**src/eesel_pkg.sv**
```systemverilog
// shared constants and types for the two-wire memory select/acknowledge front end
package eesel_pkg;

    // memory geometry seen through this front end
    localparam int MEM_BYTES = 65536;
    localparam int ID_PAGE_BYTES = 128;
    localparam int DATA_BITS = 8;
    localparam int ADDR_BYTES = 2;

    // select byte layout, most significant bit first on the wire
    localparam int SEL_TYPE_MSB = 7;
    localparam int SEL_TYPE_LSB = 4;
    localparam int SEL_PINS_MSB = 3;
    localparam int SEL_PINS_LSB = 1;
    localparam int SEL_RW_BIT = 0;
    localparam logic [3:0] TYPE_MEM = 4'hA;
    localparam logic [3:0] TYPE_ID_PAGE = 4'hB;
    localparam logic RW_READ = 1'b1;

    // counts and values after reset
    localparam logic [2:0] BIT_LAST = 3'h7;
    localparam logic [2:0] BIT_FIRST = 3'h0;
    localparam logic [7:0] IDLE_BYTE = 8'hFF;
    localparam logic SDA_OE_N_RST = 1'b1;
    localparam logic LINE_RST = 1'b1;
    localparam int BUF_DEPTH_DEF = 2;

    // what a received byte is
    typedef enum logic [1:0] {
        KIND_SEL = 2'b00,
        KIND_ADDR_HI = 2'b01,
        KIND_ADDR_LO = 2'b10,
        KIND_DATA = 2'b11
    } eesel_kind_t;

    localparam int WORD_W = 2 + DATA_BITS;

    typedef enum logic [2:0] {
        ST_IDLE = 3'b000,
        ST_RX = 3'b001,
        ST_RXEND = 3'b010,
        ST_ACK = 3'b011,
        ST_TX = 3'b100,
        ST_MACK = 3'b101,
        ST_WAIT = 3'b110
    } eesel_state_t;

endpackage

```
**src/eesel_stream_if.sv**
```systemverilog
// valid/ready word stream between the bus engine and its receive buffer
`timescale 1ns/1ns
`default_nettype none
interface eesel_stream_if #(parameter int WIDTH = 10);
    logic valid;
    logic ready;
    logic [WIDTH-1:0] data;
    modport src (output valid, output data, input ready);
    modport snk (input valid, input data, output ready);
endinterface
`default_nettype wire

```
**src/eesel_front.sv**
```systemverilog
// two-wire bus slave front end: select decode, acknowledge and byte handshakes
//
// Contract
// - main array holds 64K byte-wide locations, reached by two address bytes
// - type code 1010 in the select byte selects the main array
// - with the page option, type code 1011 selects the identification page
// - identification page is 128 bytes, writable until locked, then read-only
// - the front end is only a slave; all progress follows the master clock
// - start is followed by select code plus direction bit, closed by acknowledge slot
// - when receiving, acknowledge in the ninth bit period after each byte
// - the serial clock is the only strobe for every bit in and out
// - data line is open drain: pulled low or released, never driven high
// - three select pins give select bits b3..b1, top pin to b3
// - unconnected select pins read low, expecting 0,0,0
// - select byte arrives most significant bit first
// - direction bit 1 means read, 0 means write
// - on select mismatch: no acknowledge, release, standby until next start
// - write protect high: select and address acknowledged, write data refused
`timescale 1ns/1ns
`default_nettype none
module eesel_front
#(
    parameter bit HAS_ID_PAGE = 1'b1,
    parameter int BUF_DEPTH = eesel_pkg::BUF_DEPTH_DEF
)
(
    // system
    input wire logic clk,
    input wire logic rstn,
    // two-wire bus
    input wire logic scl_in,
    input wire logic sda_in,
    output logic sda_out,
    output logic sda_oe_n,
    // straps and protection
    input wire logic [2:0] select_addr_pins,
    input wire logic write_protect_in,
    input wire logic id_page_locked,
    // select outcome
    output logic sel_match_pulse,
    output logic sel_rw,
    output logic sel_id_page,
    output logic xfer_active,
    output logic stop_pulse,
    // received address and data bytes
    output logic rx_valid,
    input wire logic rx_ready,
    output logic [7:0] rx_data,
    output logic [1:0] rx_kind,
    // bytes to send on a read
    input wire logic tx_valid,
    input wire logic [7:0] tx_data,
    output logic tx_ready
);
    import eesel_pkg::*;

    // pins: scl, sda, write protect, three select pins
    localparam int NPIN = 6;

    logic [NPIN-1:0] pin_raw;
    logic [NPIN-1:0] s1_r;
    logic [NPIN-1:0] s2_r;
    logic [NPIN-1:0] s3_r;
    logic [NPIN-1:0] filt_r;
    logic scl_f;
    logic sda_f;
    logic wp_f;
    logic [2:0] pins_f;
    logic scl_q_r;
    logic sda_q_r;
    logic scl_rise;
    logic scl_fall;
    logic start_evt;
    logic stop_evt;

    eesel_state_t state_r;
    eesel_kind_t kind_r;
    logic [2:0] bit_cnt_r;
    logic [6:0] shift_r;
    logic [7:0] byte_in;
    logic [7:0] tx_shift_r;
    logic ack_go_r;
    logic mack_r;
    logic sda_oe_n_r;
    logic sel_match_r;
    logic sel_rw_r;
    logic sel_id_r;
    logic active_r;
    logic stop_r;
    logic rx8_evt;
    logic load_evt;
    logic [7:0] load_byte;
    logic hit_mem;
    logic hit_id;
    logic accept_pre;
    logic accept;

    eesel_stream_if #(.WIDTH(WORD_W)) push_if ();
    eesel_stream_if #(.WIDTH(WORD_W)) pop_if ();

    // select byte match against straps for one type code
    function automatic logic select_hit(input logic [7:0] b, input logic [3:0] ty,
                                        input logic [2:0] pins);
        select_hit = (b[SEL_TYPE_MSB:SEL_TYPE_LSB] == ty) &&
                     (b[SEL_PINS_MSB:SEL_PINS_LSB] == pins);
    endfunction

    // pin synchronisers; a bit changes once stages two and three agree,
    // which also rejects single-sample glitches on the bus lines
    assign pin_raw = {select_addr_pins, write_protect_in, sda_in, scl_in};

    always_ff @(posedge clk or negedge rstn)
    begin
        if (!rstn)
        begin
            s1_r <= {3'h0, 1'b0, LINE_RST, LINE_RST};
            s2_r <= {3'h0, 1'b0, LINE_RST, LINE_RST};
            s3_r <= {3'h0, 1'b0, LINE_RST, LINE_RST};
            filt_r <= {3'h0, 1'b0, LINE_RST, LINE_RST};
        end
        else
        begin
            s1_r <= pin_raw;
            s2_r <= s1_r;
            s3_r <= s2_r;
            filt_r <= (s2_r & ~(s2_r ^ s3_r)) | (filt_r & (s2_r ^ s3_r));
        end
    end

    assign scl_f = filt_r[0];
    assign sda_f = filt_r[1];
    assign wp_f = filt_r[2];
    // floating straps are pulled low at the pad, so reset value 000 matches
    assign pins_f = filt_r[5:3];

    // edges of the filtered bus lines
    always_ff @(posedge clk or negedge rstn)
    begin
        if (!rstn)
        begin
            scl_q_r <= LINE_RST;
            sda_q_r <= LINE_RST;
        end
        else
        begin
            scl_q_r <= scl_f;
            sda_q_r <= sda_f;
        end
    end

    assign scl_rise = scl_f && !scl_q_r;
    assign scl_fall = !scl_f && scl_q_r;
    assign start_evt = scl_f && scl_q_r && sda_q_r && !sda_f;
    assign stop_evt = scl_f && scl_q_r && !sda_q_r && sda_f;

    // byte being completed on the eighth rising edge, msb first
    assign byte_in = {shift_r, sda_f};
    assign rx8_evt = (state_r == ST_RX) && scl_rise && (bit_cnt_r == BIT_LAST);
    assign hit_mem = select_hit(byte_in, TYPE_MEM, pins_f);
    assign hit_id = HAS_ID_PAGE && select_hit(byte_in, TYPE_ID_PAGE, pins_f);

    // acceptance before buffer space is considered
    always_comb
    begin
        accept_pre = 1'b0;
        unique case (kind_r)
            KIND_SEL: accept_pre = hit_mem || hit_id;
            KIND_ADDR_HI, KIND_ADDR_LO: accept_pre = 1'b1;
            KIND_DATA: accept_pre = !wp_f && !(sel_id_r && id_page_locked);
        endcase
    end

    // a full buffer refuses the byte rather than losing it
    assign accept = accept_pre && ((kind_r == KIND_SEL) || push_if.ready);
    assign push_if.valid = rx8_evt && (kind_r != KIND_SEL) && accept_pre;
    assign push_if.data = {kind_r, byte_in};

    eesel_buf #(.WIDTH(WORD_W), .DEPTH(BUF_DEPTH)) u_buf (
        .clk(clk),
        .rstn(rstn),
        .in_s(push_if.snk),
        .out_s(pop_if.src)
    );

    assign rx_valid = pop_if.valid;
    assign pop_if.ready = rx_ready;
    assign rx_kind = pop_if.data[WORD_W-1:DATA_BITS];
    assign rx_data = pop_if.data[DATA_BITS-1:0];

    // next read byte is fetched on the falling edge that opens its first bit
    assign load_evt = scl_fall && !start_evt &&
                      (((state_r == ST_ACK) && (kind_r == KIND_SEL) && (sel_rw_r == RW_READ)) ||
                       ((state_r == ST_MACK) && mack_r));
    assign load_byte = tx_valid ? tx_data : IDLE_BYTE;
    assign tx_ready = load_evt;

    // bit-level sequencer, advanced by scl edges and by start and stop conditions
    always_ff @(posedge clk or negedge rstn)
    begin
        if (!rstn)
        begin
            state_r <= ST_IDLE;
            kind_r <= KIND_SEL;
            bit_cnt_r <= BIT_FIRST;
            ack_go_r <= 1'b0;
            mack_r <= 1'b0;
        end
        else if (start_evt)
        begin
            state_r <= ST_RX;
            kind_r <= KIND_SEL;
            bit_cnt_r <= BIT_FIRST;
        end
        else if (stop_evt)
        begin
            state_r <= ST_IDLE;
        end
        else
        begin
            unique case (state_r)
                ST_IDLE, ST_WAIT:
                begin
                end
                ST_RX:
                    if (scl_rise)
                    begin
                        bit_cnt_r <= bit_cnt_r + 1'b1;
                        if (bit_cnt_r == BIT_LAST)
                        begin
                            state_r <= ST_RXEND;
                            ack_go_r <= accept;
                        end
                    end
                ST_RXEND:
                    if (scl_fall)
                    begin
                        state_r <= ack_go_r ? ST_ACK : ST_WAIT;
                    end
                ST_ACK:
                    if (scl_fall)
                    begin
                        bit_cnt_r <= BIT_FIRST;
                        if (load_evt)
                        begin
                            state_r <= ST_TX;
                        end
                        else
                        begin
                            state_r <= ST_RX;
                            unique case (kind_r)
                                KIND_SEL: kind_r <= KIND_ADDR_HI;
                                KIND_ADDR_HI: kind_r <= KIND_ADDR_LO;
                                KIND_ADDR_LO, KIND_DATA: kind_r <= KIND_DATA;
                            endcase
                        end
                    end
                ST_TX:
                    if (scl_fall)
                    begin
                        bit_cnt_r <= bit_cnt_r + 1'b1;
                        if (bit_cnt_r == BIT_LAST)
                        begin
                            state_r <= ST_MACK;
                        end
                    end
                ST_MACK:
                begin
                    if (scl_rise)
                    begin
                        mack_r <= !sda_f;
                    end
                    if (scl_fall)
                    begin
                        bit_cnt_r <= BIT_FIRST;
                        state_r <= mack_r ? ST_TX : ST_WAIT;
                    end
                end
                default: state_r <= ST_IDLE;
            endcase
        end
    end

    // receive shifter samples on scl rising edges only
    always_ff @(posedge clk or negedge rstn)
    begin
        if (!rstn)
        begin
            shift_r <= '0;
        end
        else if ((state_r == ST_RX) && scl_rise && !start_evt)
        begin
            shift_r <= byte_in[6:0];
        end
    end

    // transmit shifter moves on scl falling edges only
    always_ff @(posedge clk or negedge rstn)
    begin
        if (!rstn)
        begin
            tx_shift_r <= IDLE_BYTE;
        end
        else if (load_evt)
        begin
            tx_shift_r <= load_byte;
        end
        else if ((state_r == ST_TX) && scl_fall)
        begin
            tx_shift_r <= {tx_shift_r[6:0], 1'b1};
        end
    end

    // open-drain data line: only ever pulled low or released
    always_ff @(posedge clk or negedge rstn)
    begin
        if (!rstn)
        begin
            sda_oe_n_r <= SDA_OE_N_RST;
        end
        else if (start_evt || stop_evt)
        begin
            sda_oe_n_r <= 1'b1;
        end
        else if (load_evt)
        begin
            sda_oe_n_r <= load_byte[7];
        end
        else if (scl_fall)
        begin
            unique case (state_r)
                ST_RXEND: sda_oe_n_r <= !ack_go_r;
                ST_ACK: sda_oe_n_r <= 1'b1;
                ST_TX: sda_oe_n_r <= (bit_cnt_r == BIT_LAST) ? 1'b1 : tx_shift_r[6];
                ST_MACK: sda_oe_n_r <= 1'b1;
                default: sda_oe_n_r <= sda_oe_n_r;
            endcase
        end
    end

    assign sda_out = 1'b0;
    assign sda_oe_n = sda_oe_n_r;

    // select direction and page held until the next accepted select byte; match flag pulses one cycle
    always_ff @(posedge clk or negedge rstn)
    begin
        if (!rstn)
        begin
            sel_match_r <= 1'b0;
            sel_rw_r <= 1'b0;
            sel_id_r <= 1'b0;
        end
        else
        begin
            sel_match_r <= rx8_evt && (kind_r == KIND_SEL) && accept;
            if (rx8_evt && (kind_r == KIND_SEL) && accept)
            begin
                sel_rw_r <= byte_in[SEL_RW_BIT];
                sel_id_r <= hit_id;
            end
        end
    end

    // transfer status seen by the memory core
    always_ff @(posedge clk or negedge rstn)
    begin
        if (!rstn)
        begin
            active_r <= 1'b0;
            stop_r <= 1'b0;
        end
        else
        begin
            stop_r <= stop_evt && (state_r != ST_IDLE);
            active_r <= !start_evt && !stop_evt &&
                        ((state_r == ST_ACK) || (state_r == ST_TX) || (state_r == ST_MACK) ||
                         (((state_r == ST_RX) || (state_r == ST_RXEND)) &&
                          (kind_r != KIND_SEL)));
        end
    end

    assign sel_match_pulse = sel_match_r;
    assign sel_rw = sel_rw_r;
    assign sel_id_page = sel_id_r;
    assign xfer_active = active_r;
    assign stop_pulse = stop_r;
endmodule
`default_nettype wire

```
**src/eesel_buf.sv**
```systemverilog
// DEPTH-entry flip-flop buffer, two entries by default, with valid/ready on both sides
`timescale 1ns/1ns
`default_nettype none
module eesel_buf
#(
    parameter int WIDTH = 10,
    parameter int DEPTH = 2
)
(
    // system
    input wire logic clk,
    input wire logic rstn,
    // streams
    eesel_stream_if.snk in_s,
    eesel_stream_if.src out_s
);
    import eesel_pkg::*;

    localparam int PW = (DEPTH > 1) ? $clog2(DEPTH) : 1;
    localparam int CW = $clog2(DEPTH + 1);
    localparam logic [PW-1:0] PTR_LAST = PW'(DEPTH - 1);
    localparam logic [CW-1:0] CNT_FULL = CW'(DEPTH);

    logic [WIDTH-1:0] mem_r [DEPTH];
    logic [PW-1:0] wr_ptr_r;
    logic [PW-1:0] rd_ptr_r;
    logic [CW-1:0] count_r;
    logic push;
    logic pop;

    assign in_s.ready = (count_r != CNT_FULL);
    assign out_s.valid = (count_r != '0);
    assign out_s.data = mem_r[rd_ptr_r];
    assign push = in_s.valid && in_s.ready;
    assign pop = out_s.valid && out_s.ready;

    always_ff @(posedge clk)
    begin
        if (push)
        begin
            mem_r[wr_ptr_r] <= in_s.data;
        end
    end

    always_ff @(posedge clk or negedge rstn)
    begin
        if (!rstn)
        begin
            wr_ptr_r <= '0;
            rd_ptr_r <= '0;
            count_r <= '0;
        end
        else
        begin
            if (push)
            begin
                wr_ptr_r <= (wr_ptr_r == PTR_LAST) ? '0 : wr_ptr_r + 1'b1;
            end
            if (pop)
            begin
                rd_ptr_r <= (rd_ptr_r == PTR_LAST) ? '0 : rd_ptr_r + 1'b1;
            end
            if (push && !pop)
            begin
                count_r <= count_r + 1'b1;
            end
            else if (pop && !push)
            begin
                count_r <= count_r - 1'b1;
            end
        end
    end
endmodule
`default_nettype wire

```
**config.mk**
```make
export PLATFORM = sky130hd
export DESIGN_NAME = eesel_front
export DESIGN_NICKNAME = d
export VERILOG_FILES = /design/src/eesel_pkg.sv /design/src/eesel_stream_if.sv /design/src/eesel_front.sv /design/src/eesel_buf.sv
export SDC_FILE = /design/constraint.sdc
export NUM_CORES = 1
export LEC_CHECK = 0
export ABC_AREA = 1
export BUFFER_PORTS_ARGS = -buffer_cell sky130_fd_sc_hd__buf_2
export CORE_ASPECT_RATIO = 1.1
export CORE_MARGIN = 2
export CORE_UTILIZATION = 58
export DETAILED_ROUTE_END_ITERATION = 8
export PLACE_DENSITY = 0.79
export REMOVE_ABC_BUFFERS = 1
export SKIP_CTS_REPAIR_TIMING = 1
export SLEW_MARGIN = 0
export SYNTH_ARGS = -nofsm -noshare
export SYNTH_HDL_FRONTEND = slang
export SYNTH_SLANG_ARGS = --single-unit
```
**constraint.sdc**
```tcl
create_clock -name clk -period 2.25 [get_ports clk]
set_input_delay 0.1125 -clock clk [delete_from_list [all_inputs] [get_ports clk]]
set_output_delay 0.1125 -clock clk [all_outputs]
set_load 0.01 [all_outputs]
```
==> results.cfg, run 1 <==
[grt]
grt_max_degree = 23
grt_first_pass_wirelength_um = 10600
grt-ovfl-total = 0
grtUsageTotal_pct = 20.6
grt_pass1_vias = 2461
antenna_found_initial = 0

[logic_synthesis]
yosys_register_bits = 80
synth_ff_type = dfrtp_1
yosys.area.top_type = dfrtp_1
postSynthCellCount = 362
async_reset_ff_share_pct = 75.0
synth.distinct_cells = 36
synth_warnings = 0
synthesis.area_um2 = 3530
synth_area_leaders = dfrtp_1 (30%), edfxtp_1 (17%), dfstp_2 (13%), nand2_1 (12%), nand3_1 (4.5%)
synth-seq-area-share_pct = 60.1
synth_top_area_share_pct = 29.7
synth-edff-count = 20
syn_avg_cell_area_um2 = 9.76

[pwr]
p_clk_share_pct = 28.1
power_uw = 3450
pwr_density_cell_nw_per_um2 = 844
p_int_uw = 2370
sequentialPowerShare_pct = 50.4
leakagePower_uw = 0.00205
pwr-share-comb_pct = 21.5
power.switching_uw = 1070
irDropWorstVdd_v = 0.000481
p_sw_share_pct = 31.2

[clock_tree]
cts_made_buffers = 9
htreeDepth = 3
ctsLongestPathBuffers = 2
clk_latency_ns = 0.34
clock-sinks = 80
clk_pin_slew_ns = 0.08
cts_tree = done
cts_root_buffer = clkbuf_8

[sta]
finalSetupViolations = 0
skew_ns = 0.00773
min_period_ns = 2.07
hold_viol = 0
rsz0062_at_grt = no
tns_ns = 0
max_freq_ghz = 0.482
fin_crit_sh_pct = 92.2
drv_slew = 0

[routing]
drtIter0Drc = 127
totalWireLength_um = 6190
wl_per_cell_um = 12.4
drc_errors = 0
via_per_inst = 5.08
drtPass1Iterations = 4
vias = 2530
antenna_left = 0

[floorplanning]
die_area_um2 = 6730
die_x_um = 78.4
rows = 29
core_area_um2 = 5840
start_util_pct = 60.5
ioPinCount = 38
die_h_um = 85.9

[critical_path]
crit_arrival_ns = 2.30
end_kind = flip-flop
setup.worst_path.class = reg2reg
required_ns = 2.47
start_kind = flip-flop
cp_max_fo = 6
r2r_setup_slack_ns = 0.18

[placement]
numPortBuffers = 36
place_congestion = 0.940
dp_hpwl_um = 4520

[layout]
final_common_cell = nand2_1
finalNetCount = 442
mostFrequentLayoutCells = nand2_1 (111), dfrtp_1 (40), inv_1 (37)
drive_gt1_share_pct = 23.0
insertedDiodeCount = 0
area_delta_synth_final_pct = 15.5

[worst_hold_path]
min_path_type = in2reg

[run]
maxCapViolations = 0

[status]
status = finished, final reports clean
[registers in the layout, summed over array words and instances, names as in the netlist, named ones only]
register and flops:
u_buf.mem_r 20, shift_r 7, tx_shift_r 7, s1_r 6, s2_r 6, s3_r 6
bit_cnt_r 3, state_r 3, kind_r 2, u_buf.count_r 2, ack_go_r 1, mack_r 1
scl_q_r 1, sda_oe_n 1, sda_q_r 1, sel_id_page 1, sel_match_pulse 1, sel_rw 1
stop_pulse 1, u_buf.rd_ptr_r 1, u_buf.wr_ptr_r 1, xfer_active 1
[metal layers]
metal / routed length (um) / GRT usage (%)
met1: 2670 / 24.4
met2: 3100 / 35.5
met3: 258 / 2.84
met4: 155 / 13.2
met5: 0 / 0
[metrics by stage]
stage	instances	area, um^2	hold WS, ns	utilization (%)	setup slack (ns)
2_1_floorplan	356	3500	-0.183	-	0.253
3_3_place_gp	474	3810	0.0695	65.3	0.243
3_5_place_dp	474	3810	0.0762	65.3	0.159
4_1_cts	490	4000	-0.307	68.5	0.146
5_1_grt	498	4080	0.0178	69.9	0.0281
6_report	498	4080	0.00409	69.9	0.175
[kinds of logic (layout without fill, tap and decap cells)]
group	after synthesis	after routing	share of synthesized area (%)
other	1	1	0.106
AND/OR/NAND/NOR	176	176	22.5
buffers and inverters	47	106	5.35
flip-flops	80	80	60.1
AO/OA/AOI/OAI	40	40	6.55
XOR/XNOR	5	5	1.24
adder cells (fa/ha/maj)	13	13	4.18
[worst max-delay path, cell delays in order, from the launching register on]
cell	delay (ns)
dfrtp_2	0.41
inv_1	0.07
ha_1	0.29
inv_1	0.08
nand2_1	0.05
nand2_1	0.06
nand2_1	0.12
nand3b_1	0.15
inv_1	0.06
ha_1	0.30
a21oi_1	0.12
o21ai_0	0.11
xor2_1	0.15
[Yosys cell counts (3+ instances only)]
cell type,number
buf_4,3
a21oi_1,10
nand2_1,111
edfxtp_1,20
xor2_1,3
dfrtp_1,42
inv_1,39
o21ai_0,21
nand3_1,32
maj3_1,6
nor2_4,3
nor2_1,15
ha_1,7
dfstp_2,18
[area by class of cell]
cell class,count,area (um^2)
repair buffers,49,295
clock inverters,5,37.5
clock buffers,11,153
inverters,41,154
well taps,77,96.3
fillers,442,1760
multi-input cells,235,1220
flip-flops and latches,80,2130
[power groups by stage]
stage          registers [uW]  clock network [uW]  logic, uW
2_1_floorplan            1730                   0        516
3_3_place_gp             1750                   0        701
3_5_place_dp             1760                   0        727
4_1_cts                  1740                 994        736
5_1_grt                  1760                1050        848
6_report                 1740                 967        741
[path summary, 6_finish.rpt]
| path | start | end | cells after the start |
|---|---|---|---|
| min in group asynchronous | rstn | s1_r[3]$_DFF_PN0_ | 2 |
| min | tx_data[4] | tx_shift_r[4]$_DFFE_PN1P_ | 3 |
| max in group asynchronous | rstn | async pin | 3 |
| max reg2reg | kind_r[0]$_DFFE_PN0P_ | u_buf.count_r[1]$_DFFE_PN0P_ | 12 |
| min reg2reg | s1_r[5]$_DFF_PN0_ | s2_r[5]$_DFF_PN0_ | 0 |
| max | kind_r[0]$_DFFE_PN0P_ | u_buf.count_r[1]$_DFFE_PN0P_ | 12 |
(Power assumes the default switching activity.)
==> run 2: changes to the inputs <==
CORE_ASPECT_RATIO = 0.9   (was 1.1)
==> run 2 against run 1 <==
Net effect:
- the flow now finishes with violations (hold timing)
- routed wire length increased by 6.9%
- first-iteration DRC count increased by 41%
- critical path depth fell by 2
- sequential share of layout area decreased by 0.27 points
- clock skew barely moved
- cell count shrank 1.0%
- register-to-register slack gained 0.03 ns
- via count increased by 1.7%
- sequential cell count stayed put
- maximum frequency grew 1.4%
- core utilization is 0.94 points higher
- critical endpoint unchanged
- highest routed layer unchanged
==> results.cfg, run 2 (synthesis results as in run 1) <==
[floorplanning]
core_area_um2 = 5790
rows = 26
ioPinCount = 38
die_h_um = 78.0
die_area_um2 = 6730
die_x_um = 86.3
start_util_pct = 61.0

[sta]
tns_ns = 0
rsz0062_at_grt = no
max_freq_ghz = 0.489
skew_ns = 0.00778
fin_crit_sh_pct = 90.9
finalSetupViolations = 0
holdWs_ns = -0.00759
drv_slew = 0
hold_viol = 2
min_period_ns = 2.05

[routing]
drtIter0Drc = 179
wl_per_cell_um = 13.4
via_per_inst = 5.22
drtPass1Iterations = 4
antenna_left = 0
vias = 2572
totalWireLength_um = 6610
drc_errors = 0

[critical_path]
max_stage_delay_ns = 0.57
worstPathCellList = nand2_1 > nor2_8 > nand2_4 > inv_1 > nand3b_1 > inv_1 > ha_1 > a21oi_1 > o21ai_1 > xor2_1
required_ns = 2.49
cp_max_fo = 10
start_kind = flip-flop
worst_path_most_repeated_cell = inv_1
r2r_cells = 10
slowest_stage = dfstp_2
crit_arrival_ns = 2.28
setup.worst_path.class = reg2reg
end_kind = flip-flop
r2r_setup_slack_ns = 0.20
r2r-end = u_buf.count_r[1]$_DFFE_PN0P_

[status]
violations = hold timing
status = finished with violations

[pwr]
power_uw = 3560
p_clk_share_pct = 29.6
pwr-share-comb_pct = 21.7
p_sw_share_pct = 30.6
leakagePower_uw = 0.00207
p_int_uw = 2470
sequentialPowerShare_pct = 48.7
pwr_density_cell_nw_per_um2 = 868
irDropWorstVdd_v = 0.000498
power.switching_uw = 1090

[placement]
numPortBuffers = 36
dp_hpwl_um = 4830
place_congestion = 0.881

[layout]
final_common_cell = nand2_1
finalNetCount = 444
area_delta_synth_final_pct = 16.1
drive_gt1_share_pct = 23.4
regMostFlops = u_buf.mem_r
reg_top3 = u_buf.mem_r: 20 flops, shift_r: 7 flops, tx_shift_r: 7 flops
insertedDiodeCount = 0
largest_reg_flops = 20
mostFrequentLayoutCells = nand2_1 (110), dfrtp_1 (41), inv_1 (38)

[worst_hold_path]
min_to = tx_shift_r[6]$_DFFE_PN1P_
hp-start = tx_data[6]
min_path_cells = 3
min_path_type = in2reg

[run]
maxCapViolations = 0

[grt]
grt_max_degree = 23
grt-ovfl-total = 0
grtUsageMet2_pct = 34.5
top_usage_layer = met2
grt_pass1_vias = 2424
grtUsageTotal_pct = 21.7
grt_util_met3_pct = 5.47
antenna_found_initial = 0
grt_first_pass_wirelength_um = 11100
grt_util_met1_pct = 28.6

[clock_tree]
clk_pin_slew_ns = 0.08
cts_tree = done
cts_root_buffer = clkbuf_8
clk_latency_ns = 0.36
clock-sinks = 80
ctsLongestPathBuffers = 2
cts_made_buffers = 9
htreeDepth = 3
-- run 2: changes by cell type in the layout (fill, tap and decap cells not counted), sizes merged --
cell | before | now
buf | 42 | 44
bufinv | 0 | 1
clkinv | 2 | 3
clkinvlp | 2 | 1
inv | 42 | 41
-- run 2: power by group through the flow --
| stage | Clock, uW | Combinational [uW] | Sequential, uW |
|---|---|---|---|
| 6_report | 1050 | 771 | 1740 |
| 5_1_grt | 1150 | 888 | 1750 |
| 4_1_cts | 1090 | 743 | 1740 |
| 3_5_place_dp | 0 | 737 | 1760 |
| 3_3_place_gp | 0 | 699 | 1750 |
| 2_1_floorplan | 0 | 516 | 1730 |
-- run 2: cell type report --
class / instances / area, um^2
tap: 70 / 87.6
fill: 461 / 1690
clock inverter: 5 / 56.3
clock buffer: 11 / 145
inverter: 41 / 154
timing repair buffer: 51 / 310
multi-input combinational: 235 / 1220
sequential: 80 / 2130
-- run 2: stage by stage --
step	setup slack (ns)	utilization (%)	instances	hold slack, ns	instance area (um^2)
after floorplan	0.253	-	356	-0.183	3500
after global placement	0.243	65.9	469	0.0653	3820
after detailed placement	0.149	65.9	469	0.0627	3820
after CTS	0.136	69.4	485	-0.327	4020
after global routing	0.00447	70.8	493	0.00130	4100
final	0.204	70.8	493	-0.00759	4100
-- run 2: worst max path at each step --
stage	endpoint
floorplan	u_buf.mem_r[1][0]$_DFFE_PP_
global route	u_buf.count_r[1]$_DFFE_PN0P_
detailed placement	u_buf.count_r[1]$_DFFE_PN0P_
finish	u_buf.count_r[1]$_DFFE_PN0P_
CTS	u_buf.count_r[1]$_DFFE_PN0P_
global placement	u_buf.count_r[1]$_DFFE_PN0P_
-- run 2: worst max-delay path: cells and delay by family, from the launching register on --
family,cells,cell delay (ns)
adder cells (fa/ha/maj),1,0.24
AND/OR/NAND/NOR,4,0.61
XOR/XNOR,1,0.14
buffers and inverters,2,0.16
AO/OA/AOI/OAI,2,0.21
flip-flops,1,0.57
-- run 2: routing by layer --
metal	wire length (um)	vias to the layer above
met2	3160	67
met5	0	-
met3	324	12
met4	102	0
li1	-	1291
met1	3030	1202
==> run 3: changes to the inputs <==
SETUP_SLACK_MARGIN = 0.4   (was unset)
==> run 3 against run 2 <==
Net effect:
- the run still ends with hold timing left
- cell count up 3.4%
- critical path type unchanged
- critical path depth up 2
- highest routed layer unchanged
- register-to-register slack better by 0.16 ns
- combinational power up 34%
==> results.cfg, run 3 (synthesis results as in run 1) <==
[sta]
holdWs_ns = -0.00733
hold_viol = 2
finalSetupViolations = 0
max_freq_ghz = 0.530
skew_ns = 0.00837
rsz0062_at_grt = yes
min_period_ns = 1.89
fin_ws_ns = 0.363
fin_crit_sh_pct = 83.9
drv_slew = 0
tns_ns = 0

[status]
violations = hold timing
status = finished with violations

[pwr]
leakagePower_uw = 0.00216
pwr-share-comb_pct = 26.8
p_clk_share_pct = 27.6
p_int_uw = 2630
power.switching_uw = 1200
sequentialPowerShare_pct = 45.6
pwr_density_cell_nw_per_um2 = 885
power_uw = 3830
irDropWorstVdd_v = 0.000510
p_sw_share_pct = 31.3

[clock_tree]
htreeDepth = 3
cts_root_buffer = clkbuf_8
cts_made_buffers = 9
clk_pin_slew_ns = 0.08
ctsLongestPathBuffers = 2
clk_latency_ns = 0.36
clock-sinks = 80
cts_tree = done

[critical_path]
max_stage_delay_ns = 0.45
slowest_stage = dfrtp_2
cp_max_fo = 6
end_kind = flip-flop
crit_arrival_ns = 2.13
required_ns = 2.49
setup.worst_path.class = reg2reg
start_kind = flip-flop
worstPathCellList = inv_2 > ha_4 > inv_2 > nand2_2 > nand2_2 > nand2_2 > nand3b_1 > inv_2 > ha_4 > a21oi_2 > o21ai_1 > xor2_1

[grt]
grt_max_degree = 23
grt_pass1_vias = 2424
grtUsageTotal_pct = 21.7
grt-ovfl-total = 0
antenna_found_initial = 0
grt_first_pass_wirelength_um = 11100

[floorplanning]
rows = 26
ioPinCount = 38
die_h_um = 78.0
die_x_um = 86.3
core_area_um2 = 5790
start_util_pct = 61.0
die_area_um2 = 6730

[placement]
numPortBuffers = 36
pre_cts_ws_ns = 0.149
dp_hpwl_um = 4830
place_congestion = 0.881

[layout]
mostFrequentLayoutCells = nand2_1 (103), dfrtp_1 (37), buf_2 (36)
finalNetCount = 461
largest_reg_flops = 20
regMostFlops = u_buf.mem_r
final_common_cell = nand2_1
regArea_um2 = 2130
multi_input_area_um2 = 1300
drive_gt1_share_pct = 32.7
insertedDiodeCount = 0
nFillCells = 435
area_delta_synth_final_pct = 22.6
reg_top3 = u_buf.mem_r: 20 flops, shift_r: 7 flops, tx_shift_r: 7 flops

[routing]
via_per_inst = 5.24
vias = 2674
drc_errors = 0
totalWireLength_um = 7240
drtIter0Drc = 153
wl_per_cell_um = 14.2
drtPass1Iterations = 5
antenna_left = 0

[run]
maxCapViolations = 0

[worst_hold_path]
min_path_type = in2reg
==> run 3: cell types whose count changed in the layout (fill, tap and decap cells not counted), sizes merged <==
cell / before / now
buf: 44 / 61
==> run 3: per-stage QoR <==
stage                     area [um^2]  hold WS, ns  utilization [%]  instances
final                            4330     -0.00733             74.8        510
after global routing             4330      0.00129             74.8        510
after CTS                        4020       -0.327             69.4        485
after detailed placement         3820       0.0627             65.9        469
after global placement           3820       0.0653             65.9        469
after floorplan                  3500       -0.183                -        356
==> run 3: routing by layer <==
| layer | part of all wire [%] | global-route usage (%) | up-vias |
|---|---|---|---|
| met5 | 0 | 0 | - |
| met4 | 1.5 | 8.91 | 0 |
| met3 | 5.0 | 5.47 | 8 |
| met2 | 49 | 34.5 | 84 |
| met1 | 44 | 28.6 | 1265 |
| li1 | - | - | 1317 |
==> run 3: final timing paths <==
| kind | endpoint | slack, ns | cells after the start | startpoint |
|---|---|---|---|---|
| hold / removal | tx_shift_r[6]$_DFFE_PN1P_ | -0.007 | 3 | tx_data[6] |
| hold reg to reg | s2_r[2]$_DFF_PN0_ | 0.35 | 0 | s1_r[2]$_DFF_PN0_ |
| setup / recovery | u_buf.count_r[1]$_DFFE_PN0P_ | 0.36 | 12 | kind_r[0]$_DFFE_PN0P_ |
| min in group asynchronous | state_r[0]$_DFFE_PN0P_ | 0.22 | 2 | rstn |
| setup reg to reg | u_buf.count_r[1]$_DFFE_PN0P_ | 0.36 | 12 | kind_r[0]$_DFFE_PN0P_ |
| max in group asynchronous | sda_q_r$_DFF_PN1_ | 1.34 | 3 | rstn |
==> run 3: worst max-delay path, delay by kind of cell (launching register included) <==
family,cells,cell delay [ns]
and+or+nand+nor,4,0.32
AOI/OAI and AO/OA,2,0.17
adders and majority gates,2,0.46
xor gates and xnor gates,1,0.14
buffers and inverters,3,0.21
DFF,1,0.45
==> run 3: area by class of cell <==
type | instances | share of cell area (%)
Multi-Input combinational cell | 235 | 30.1
Sequential cell | 80 | 49.2
Tap cell | 70 | 2.02
Inverter | 41 | 3.67
Clock inverter | 5 | 1.30
Timing Repair Buffer | 68 | 10.4
Clock buffer | 11 | 3.35
==> run 3: power groups by stage <==
stage	combinational (uW)	clock (uW)	sequential [uW]
after global routing	1140	1150	1770
after global placement	699	0	1750
after detailed placement	737	0	1760
after CTS	743	1090	1740
final	1030	1060	1750
after floorplan	516	0	1730
